===== src/adc_cal_pkg.sv =====
// constants and types used by the converter back end and its bench
package adc_cal_pkg;

  // ---------------------------------------------------------------
  // widths and counts
  // ---------------------------------------------------------------
  localparam int DATA_W_DEF = 16;          // output code width
  localparam int REF_IDEAL_DEF = 16384;    // ideal reading of the internal reference
  localparam int BG_INTERVAL_DEF = 100000; // cycles between background calibrations

  // ---------------------------------------------------------------
  // reset values and code formats
  // ---------------------------------------------------------------
  localparam int OFFSET_RST = 0;            // offset correction after reset
  localparam logic FMT_SIGNED = 1'b0;       // signed_code_format
  localparam logic FMT_OFFSET = 1'b1;       // offset_code_format

  // ---------------------------------------------------------------
  // sequencer states
  // ---------------------------------------------------------------
  typedef enum logic [1:0] {
    ST_RUN,
    ST_DIV,
    ST_CAL_OFS,
    ST_CAL_GAIN
  } cal_state_type;

endpackage


===== src/div_if.sv =====
// request and answer signals between the back end and its gain divider
`timescale 1ns/100ps
interface div_if #(
  parameter int NW = 33,
  parameter int DW = 16
);
  logic start;
  logic signed [NW-1:0] num;
  logic [DW-1:0] den;
  logic done;
  logic signed [NW-1:0] quo;

  modport req (output start, output num, output den, input done, input quo);
  modport rsp (input start, input num, input den, output done, output quo);
endinterface


===== src/adc_back_end.sv =====
// digital back end of the converter: calibration sequencing, correction and code formatting
`timescale 1ns/100ps
// What this block does
// signed format: zero is all zeros, 0111 top
// signed format: top bit set means negative
// offset format: zeros bottom, 1000 mid, ones top
// offset format: top bit set means non-negative
// background calibration runs on fixed schedule
// store calibration results, use for later conversions
// subtract stored offset from every conversion
// divide every conversion by stored gain
// self-calibration command disconnects input, recalibrates
// hold results and flag busy while calibrating
module adc_back_end #(
  parameter int DATA_W = adc_cal_pkg::DATA_W_DEF,
  parameter int REF_IDEAL = adc_cal_pkg::REF_IDEAL_DEF,
  parameter int BG_INTERVAL = adc_cal_pkg::BG_INTERVAL_DEF
) (
  input wire logic SYS_CLK,
  input wire logic RST_N,
  input wire logic RAW_VALID,
  input wire logic [DATA_W-1:0] RAW_CODE,
  input wire logic FORMAT_SEL,
  input wire logic SELF_CAL_REQ,
  input wire logic CAL_SAMPLE_VALID,
  input wire logic [DATA_W-1:0] CAL_SAMPLE,
  output logic INPUT_CONNECT,
  output logic CAL_REF_SEL,
  output logic BUSY,
  output logic CAL_DONE,
  output logic OUT_VALID,
  output logic [DATA_W-1:0] OUT_CODE
);

  // ---------------------------------------------------------------
  // widths and limits
  // ---------------------------------------------------------------
  localparam int NW = 2 * DATA_W + 1;
  localparam logic signed [NW-1:0] QMAX = {{(NW-DATA_W+1){1'b0}}, {(DATA_W-1){1'b1}}};
  localparam logic signed [NW-1:0] QMIN = ~QMAX;
  localparam logic [31:0] BG_LAST = 32'(BG_INTERVAL - 1);

  typedef struct packed {
    adc_cal_pkg::cal_state_type st;
    logic cal_pend;
    logic [31:0] bg_cnt;
    logic signed [DATA_W-1:0] ofs;
    logic [DATA_W-1:0] gain;
    logic fmt;
    logic div_start;
    logic signed [NW-1:0] div_num;
    logic signed [DATA_W-1:0] res;
    logic [DATA_W-1:0] out_code;
    logic out_valid;
    logic conn;
    logic ref_sel;
    logic busy;
    logic done;
  } back_state_type;

  back_state_type s_r;
  back_state_type s_nxt;

  div_if #(.NW(NW), .DW(DATA_W)) dv ();

  gain_divider #(.NW(NW), .DW(DATA_W)) u_div (
    .clk(SYS_CLK),
    .rst_n(RST_N),
    .dv(dv.rsp)
  );

  assign dv.start = s_r.div_start;
  assign dv.num = s_r.div_num;
  assign dv.den = s_r.gain;

  // ---------------------------------------------------------------
  // combinational helpers
  // ---------------------------------------------------------------
  logic signed [NW-1:0] diff_x;
  logic signed [NW-1:0] prod_x;
  logic signed [DATA_W-1:0] sat_q;
  logic signed [DATA_W:0] span_x;
  logic bg_tick;

  // offset removed first, then scaled by the ideal reference reading
  assign diff_x = NW'(signed'(RAW_CODE)) - NW'(s_r.ofs);
  assign prod_x = NW'(diff_x * NW'(REF_IDEAL));
  // gain value is the reference reading with the fresh offset taken off
  assign span_x = (DATA_W+1)'(signed'(CAL_SAMPLE)) - (DATA_W+1)'(s_r.ofs);
  assign bg_tick = (s_r.bg_cnt == BG_LAST);

  // clamp the quotient to the code range instead of wrapping it
  always_comb begin
    if (dv.quo > QMAX) begin
      sat_q = DATA_W'(QMAX);
    end else if (dv.quo < QMIN) begin
      sat_q = DATA_W'(QMIN);
    end else begin
      sat_q = DATA_W'(dv.quo);
    end
  end

  // ---------------------------------------------------------------
  // sequencer
  // ---------------------------------------------------------------
  // one conversion in flight at a time; raw codes offered while busy are dropped
  always_comb begin
    s_nxt = s_r;
    s_nxt.out_valid = 1'b0;
    s_nxt.done = 1'b0;
    s_nxt.div_start = 1'b0;
    // free-running schedule, independent of traffic
    s_nxt.bg_cnt = bg_tick ? '0 : s_r.bg_cnt + 32'd1;
    unique case (s_r.st)
      adc_cal_pkg::ST_RUN: begin
        if (s_r.cal_pend) begin
          s_nxt.cal_pend = 1'b0;
          s_nxt.conn = 1'b0;
          s_nxt.ref_sel = 1'b0;
          s_nxt.busy = 1'b1;
          s_nxt.st = adc_cal_pkg::ST_CAL_OFS;
        end else if (RAW_VALID) begin
          s_nxt.fmt = FORMAT_SEL;
          s_nxt.div_num = prod_x;
          s_nxt.div_start = 1'b1;
          s_nxt.st = adc_cal_pkg::ST_DIV;
        end
      end
      adc_cal_pkg::ST_DIV: begin
        if (dv.done) begin
          s_nxt.res = sat_q;
          if (s_r.fmt == adc_cal_pkg::FMT_OFFSET) begin
            s_nxt.out_code = {~sat_q[DATA_W-1], sat_q[DATA_W-2:0]};
          end else begin
            s_nxt.out_code = sat_q;
          end
          s_nxt.out_valid = 1'b1;
          s_nxt.st = adc_cal_pkg::ST_RUN;
        end
      end
      adc_cal_pkg::ST_CAL_OFS: begin
        // input shorted internally: the reading is the offset itself
        if (CAL_SAMPLE_VALID) begin
          s_nxt.ofs = signed'(CAL_SAMPLE);
          s_nxt.ref_sel = 1'b1;
          s_nxt.st = adc_cal_pkg::ST_CAL_GAIN;
        end
      end
      adc_cal_pkg::ST_CAL_GAIN: begin
        if (CAL_SAMPLE_VALID) begin
          // a non-positive span would make the divide meaningless; keep the old gain
          if (span_x > 0) begin
            s_nxt.gain = DATA_W'(span_x);
          end
          s_nxt.ref_sel = 1'b0;
          s_nxt.conn = 1'b1;
          s_nxt.busy = 1'b0;
          s_nxt.done = 1'b1;
          s_nxt.st = adc_cal_pkg::ST_RUN;
        end
      end
    endcase
    // a request in the cycle the pending flag is cleared still counts
    s_nxt.cal_pend = s_nxt.cal_pend | SELF_CAL_REQ | bg_tick;
  end

  always_ff @(posedge SYS_CLK) begin
    if (!RST_N) begin
      s_r <= '0;
      s_r.ofs <= DATA_W'(adc_cal_pkg::OFFSET_RST);
      s_r.gain <= DATA_W'(REF_IDEAL);
      s_r.conn <= 1'b1;
    end else begin
      s_r <= s_nxt;
    end
  end

  // ---------------------------------------------------------------
  // outputs, all straight from the state register
  // ---------------------------------------------------------------
  assign INPUT_CONNECT = s_r.conn;
  assign CAL_REF_SEL = s_r.ref_sel;
  assign BUSY = s_r.busy;
  assign CAL_DONE = s_r.done;
  assign OUT_VALID = s_r.out_valid;
  assign OUT_CODE = s_r.out_code;
endmodule // adc_back_end


===== src/gain_divider.sv =====
// iterative signed-by-positive divider used for the gain correction
`timescale 1ns/100ps
module gain_divider #(
  parameter int NW = 33,
  parameter int DW = 16
) (
  input wire logic clk,
  input wire logic rst_n,
  div_if.rsp dv
);

  localparam int CW = $clog2(NW + 1);

  typedef struct packed {
    logic busy;
    logic [CW-1:0] cnt;
    logic neg;
    logic [DW-1:0] den;
    logic [DW-1:0] rem;
    logic [NW-1:0] q;
    logic done;
    logic signed [NW-1:0] quo;
  } div_state_type;

  div_state_type s_r;
  div_state_type s_nxt;

  // ---------------------------------------------------------------
  // restoring division on magnitudes, one quotient bit per cycle
  // ---------------------------------------------------------------
  // the sign is restored at the end, so rounding is toward zero
  always_comb begin
    logic [DW:0] trial;
    trial = '0;
    s_nxt = s_r;
    s_nxt.done = 1'b0;
    if (!s_r.busy && dv.start) begin
      s_nxt.busy = 1'b1;
      s_nxt.cnt = CW'(NW);
      s_nxt.neg = dv.num[NW-1];
      s_nxt.q = dv.num[NW-1] ? NW'(-dv.num) : NW'(dv.num);
      s_nxt.den = dv.den;
      s_nxt.rem = '0;
    end else if (s_r.busy) begin
      if (s_r.cnt == '0) begin
        s_nxt.busy = 1'b0;
        s_nxt.done = 1'b1;
        s_nxt.quo = s_r.neg ? -signed'(s_r.q) : signed'(s_r.q);
      end else begin
        trial = {s_r.rem, s_r.q[NW-1]};
        s_nxt.q = {s_r.q[NW-2:0], 1'b0};
        if (trial >= {1'b0, s_r.den}) begin
          s_nxt.rem = DW'(trial - {1'b0, s_r.den});
          s_nxt.q[0] = 1'b1;
        end else begin
          s_nxt.rem = DW'(trial);
        end
        s_nxt.cnt = s_r.cnt - CW'(1);
      end
    end
  end

  always_ff @(posedge clk) begin
    if (!rst_n) begin
      s_r <= '0;
    end else begin
      s_r <= s_nxt;
    end
  end

  assign dv.done = s_r.done;
  assign dv.quo = s_r.quo;
endmodule // gain_divider


===== config.mk =====
export PLATFORM = sky130hd
export DESIGN_NAME = adc_back_end
export DESIGN_NICKNAME = d
export VERILOG_FILES = /design/src/adc_cal_pkg.sv /design/src/div_if.sv /design/src/adc_back_end.sv /design/src/gain_divider.sv
export SDC_FILE = /design/constraint.sdc
export NUM_CORES = 1
export LEC_CHECK = 0
export ABC_AREA = 1
export BUFFER_PORTS_ARGS = -buffer_cell sky130_fd_sc_hd__buf_2
export CAP_MARGIN = 25
export CORE_MARGIN = 5
export CORE_UTILIZATION = 60
export CTS_CLUSTER_DIAMETER = 30
export CTS_CLUSTER_SIZE = 20
export DETAILED_ROUTE_END_ITERATION = 10
export PLACE_DENSITY_LB_ADDON = 0.15
export SETUP_SLACK_MARGIN = 0.05
export SKIP_CTS_REPAIR_TIMING = 1
export SYNTH_ARGS = -nofsm -noshare
export SYNTH_HDL_FRONTEND = slang
export SYNTH_SLANG_ARGS = --single-unit

===== constraint.sdc =====
create_clock -name SYS_CLK -period 3.1 [get_ports SYS_CLK]
set_input_delay 0.62 -clock SYS_CLK [delete_from_list [all_inputs] [get_ports SYS_CLK]]
set_output_delay 0.62 -clock SYS_CLK [all_outputs]
set_load 0.01 [all_outputs]

Word level (Yosys, flattened, before mapping)

Cells that the tools add are included.
W data, S select, Z words.

Bits in registers: 216
Logic and storage cells: 106

Add/subtract/negate cells: 7
Magnitude comparators: 4
Equality and inequality tests: 10
Mux-type cells: 30
Bitwise gates (word level): 9
Reductions and logical operators: 23

Operator list:

| kind                    | number |
|---|---|
| $mux W33                | 4 |
| $mux W34                | 2 |
| $mux W67                | 1 |
| $neg A33 Y33            | 2 |
| $mux W16                | 4 |
| $sub A16 B16 Y17        | 2 |
| $gt A33 B16 Y1 const B  | 1 |
| $lt A33 B16 Y1 const B  | 1 |
| $add A32 B1 Y32 const B | 1 |
| $eq A32 B17 Y1 const B  | 1 |
| $ge A17 B16 Y1          | 1 |
| $gt A17 B1 Y1 const B   | 1 |
| $sub A16 B16 Y16        | 1 |
| $mux W7                 | 2 |
| $reduce_and A2 Y1       | 6 |
| $reduce_and A3 Y1       | 4 |
| $mux W2                 | 5 |
| $pmux W2 S4             | 1 |
| $reduce_and A4 Y1       | 2 |
| $not A1 Y1              | 7 |
| $logic_not A6 Y1        | 1 |
| $mux W6                 | 1 |
| $ne A2 B2 Y1 const B    | 3 |
| $reduce_or A3 Y1        | 2 |
| other kinds (17)        | 27 |

Logic depth before layout (Yosys ltp)

Depth in word-level cells: 5
Mapped depth: 19
Gate-level depth less buffers: 18

Cells and area by module

From an unflattened synthesis, not the netlist that was laid out.

Cells, all modules: 2156
Area, all modules: 13919.6 sq um

By module, submodules not included:

| module       | instances | cells an instance | area an instance (sq um) | seq. area each (sq um) |
|---|---|---|---|---|
| gain_divider | 1         | 1181              | 7374.6                   | 2142.1 |
| adc_back_end | 1         | 975               | 6545.0                   | 2142.1 |

Worst setup path before layout

OpenSTA, ideal clock, no wires.

Kind: input to register
Start: input CAL_SAMPLE[0]
End: register s_r (netlist bit dv.den[1])
Library setup time: 0.115 ns
Arrival time: 2.397 ns
Data required time: 2.985 ns
Slack: 0.588 ns
Cell stages on the path: 18
Path buffers: 1
Path through: inv_1 > ha_1 > fa_1 > inv_1 > nand2_1 > nand2_2 > nand3_2 > nand2_2 > nand2_1 > nand2_1 > nand2_1 > nand2_1 > nand2_1 > nor2_2 > nand3_4 > buf_6 > a21oi_1 > nor2_1

Word-level cells in the longest chain between the ends: 3

Ends and longest elaborated chain:

| element                     | line                | RTL |
|---|---|---|
| from (decl)                 | adc_back_end.sv:26  | `input wire logic [DATA_W-1:0] CAL_SAMPLE,` |
| $sub A16 B16 Y17 (*)        | adc_back_end.sv:89  | `assign span_x = (DATA_W+1)'(signed'(CAL_SAMPLE)) - (DATA_W+1)'(s_r.ofs);` |
| $gt A17 B1 Y1               | adc_back_end.sv:152 | `if (span_x > 0) begin` |
| $reduce_and A3 Y1 (no line) | -                   |  |
| to (signal assigned)        | adc_back_end.sv:174 | `s_r <= s_nxt;` |
| to (decl)                   | adc_back_end.sv:61  | `back_state_type s_r;` |

Every way passes the cells marked *; elsewhere a longest branch is shown, timed or not.
A chain may end at the register's enable or synchronous reset.

Final worst setup path

Start: register u_div.s_r[100] (netlist name)
End: register u_div.s_r[64] (netlist name)

Word-level cells in the longest chain between the ends: 3

Ends and longest elaborated chain:

| element                     | line               | RTL |
|---|---|---|
| from (decl)                 | gain_divider.sv:25 | `div_state_type s_r;` |
| from (signal assigned)      | gain_divider.sv:67 | `s_r <= s_nxt;` |
| $logic_not A6 Y1            | gain_divider.sv:45 | `if (s_r.cnt == '0) begin` |
| $ne A2 B1 Y1 (no line)      | -                  |  |
| $reduce_and A2 Y1 (no line) | -                  |  |

Every way passes these cells.

==> summary.txt <==
Synthesis
  – Synth top area cells: dfxtp_1 (34%), nand2_1 (11%), a21oi_1 (8.9%)
  – Synthesized area: 0.0125 sq mm
  – Synth unique cells: 52
  – Register area share after synthesis: 0.343
  – YS warnings: 0
  – Synth top area share: 0.343
  – Avg Cell Area, Syn: 6.80 sq um
  – Mapped Nets: 1,928
  – Cells after Synth: 1,835
  – Post-synth EDFFs: 0
  – Top_reg_cell synth: dfxtp_1
  – Post-synth top area cell: dfxtp_1
  – Asr flop ratio synth: 0
  – #FFs+latches synth: 214

Setup path
  – Worst setup EP type: flip-flop
  – Crit. Startpoint: u_div.s_r[100]$_SDFFE_PN0P_
  – CP required: 3540 ps
  – Crit path launch type: flip-flop
  – CP max FO: 28
  – CP Class: flip-flop to flip-flop
  – FF-to-FF Start: u_div.s_r[100]$_SDFFE_PN0P_
  – Worst Path Arrival: 3000 ps

Route
  – Residual DRC count: 0
  – First-pass detailed-route iteration total: 5
  – Avg WL per Cell: 13.7 um
  – Drt initial violations: 874
  – Total Wirelength: 29,900 um
  – Via count: 11,800
  – DR vias/cell: 5.42
  – Number of routed nets with antenna violations: 0

Timing
  – FMAX: 391 MHz
  – Least-Margin Pin Slew: 830 ps
  – Rel. slew slack: 0.446
  – RSZ-0062 raised after global routing: false
  – Slew Limit Fails: 0
  – Fin crit period: 2550 ps
  – TNS Setup: 0 ps
  – Final setup violation count: 0
  – Fin crit share: 0.824
  – Clock Skew: 29.3 ps
  – Final worst slack: 545 ps
  – Hold Violations, Final: 0

Run status
  – Status: completed

Clock network
  – Clock Tree Buf Depth: 3
  – CTS tree: done
  – Sink Count: 214
  – H-tree levels: 2
  – CTS Buf Count: 45
  – Clk Latency, worst-skew pair: 540 ps
  – CTS root buffer: clkbuf_16
  – Clk pin slew, worst setup/hold paths: 50 ps

Run
  – Max_cap viols: 0

Global route
  – Antenna violations before repair: 0
  – Total global-route track usage: 0.245
  – First-pass GRT wire length: 50,600 um
  – Largest net degree at the start of global routing: 96
  – Total congestion overflow: 0
  – Vias in the first global route: 10,900

Power
  – Pwr/cell area: 693 mW/mm^2
  – P_leak: 0.00628 uW
  – Worst vdd ir: 0.466 mV

Placed design
  – Dpl hpwl: 20,900 um
  – DP Worst Slack: 180 ps
  – Port Buffers: 58
  – RD Place Congestion: 0.929
  – Placed cell area: 0.0128 sq mm

Die
  – Die Y: 154 um
  – FP Rows: 52
  – Initial core utilization: 0.613
  – Die W: 154 um
  – Core area: 0.0204 sq mm
  – Top Ports: 59
  – Die area: 0.0238 sq mm

Cells and area
  – Final core utilization: 0.704
  – Most common cell after layout, fill and taps aside: nand2_1
  – Most frequent cells in the layout: nand2_1 (364), inv_1 (254), a21oi_1 (221)
  – Number of antenna diodes: 0
  – Syn-to-layout area delta: 15.0%
  – Number of filler cells placed in the layout: 1,752
  – Layout cell share with drive strength beyond 1: 0.106
  – Nets: 1,966
  – Design area: 0.0143 sq mm

Worst hold path
  – Worst hold path class: primary input to flip-flop
  – Hold path start: CAL_SAMPLE[0]
-- routing by layer --
metal,vias to the layer above,track usage,part of all wire
met5,-,0,0
met4,0,0.0660,0.020
met3,54,0.0388,0.052
met2,295,0.401,0.46
met1,5332,0.339,0.47
li1,6139,-,-
-- worst max-delay path: stages, from the launching register on --
cell	delay, ps
dfxtp_1	290
inv_1	100
ha_1	180
inv_1	50
nor3_1	210
nand2_1	130
nand2_1	330
nand2_1	340
inv_1	220
buf_4	330
nor2_1	90
a211oi_1	180
-- cell type report --
| class | count | area, sq um | area share |
|---|---|---|---|
| tap | 270 | 338 | 0.0236 |
| clock buffer | 49 | 1180 | 0.0824 |
| clock inverter | 35 | 334 | 0.0233 |
| multi-input combinational | 1275 | 6760 | 0.471 |
| sequential | 214 | 4280 | 0.299 |
| inverter | 261 | 980 | 0.0683 |
| timing repair buffer | 76 | 463 | 0.0323 |
-- kinds of logic (layout without fill, tap and decap cells) --
group,count (synthesis),in the layout,synth area share
compound gates,448,448,0.197
xor+xnor,50,50,0.0351
fa+ha+maj,55,55,0.0570
buf+inv,346,421,0.115
flops,214,214,0.343
simple gates,722,722,0.253
-- final timing paths --
check	slack [ps]	to	cells after the start
min reg2reg	460	u_div.s_r[86]$_SDFFE_PN0P_	2
max reg2reg	550	u_div.s_r[64]$_SDFFE_PN0P_	11
max	550	u_div.s_r[64]$_SDFFE_PN0P_	11
min	370	s_r[88]$_SDFFE_PN0P_	3
-- registers in the layout, indices dropped and copies added, names as in the netlist, 16 cells and up --
name / flops
u_div.s_r: 73
s_r: 52
u_div.dv.quo: 33
dv.num: 17
OUT_CODE: 16
dv.den: 16
-- where the power goes --
part	internal, uW	total (uW)	switching [uW]
Combinational	752	2170	1420
Sequential	2960	3110	146
Clock	2980	4660	1680
Total	6690	9940	3250
-- stage by stage --
step	std cells	total power (uW)	hold WS, ps
after floorplan	1835	4820	418
after global placement	2095	5250	432
after detailed placement	2096	5280	450
after CTS	2180	9990	346
after global routing	2180	10500	362
final	2180	9940	370
-- Yosys cell counts, types with 5 or more instances --
cell type and instances:
nand4_1 22, clkbuf_1 46, inv_2 6, nand3_2 6, nand2_1 364, nand3_1 74
nand2_2 5, a21oi_1 221, xnor2_1 18, dfxtp_1 214, a211oi_1 6, ha_1 52
nor2_2 8, nor3_2 6, a21o_1 5, nor4_1 14, buf_2 9, o21ai_0 149
buf_4 20, nor2_1 162, buf_6 6, a221oi_1 20, nand3b_1 13, o21ai_1 5
inv_1 254, o211ai_1 10, o221ai_1 5, xor2_1 32, o31ai_1 8, nor3_1 35
Power figures use the tool's default switching activity.
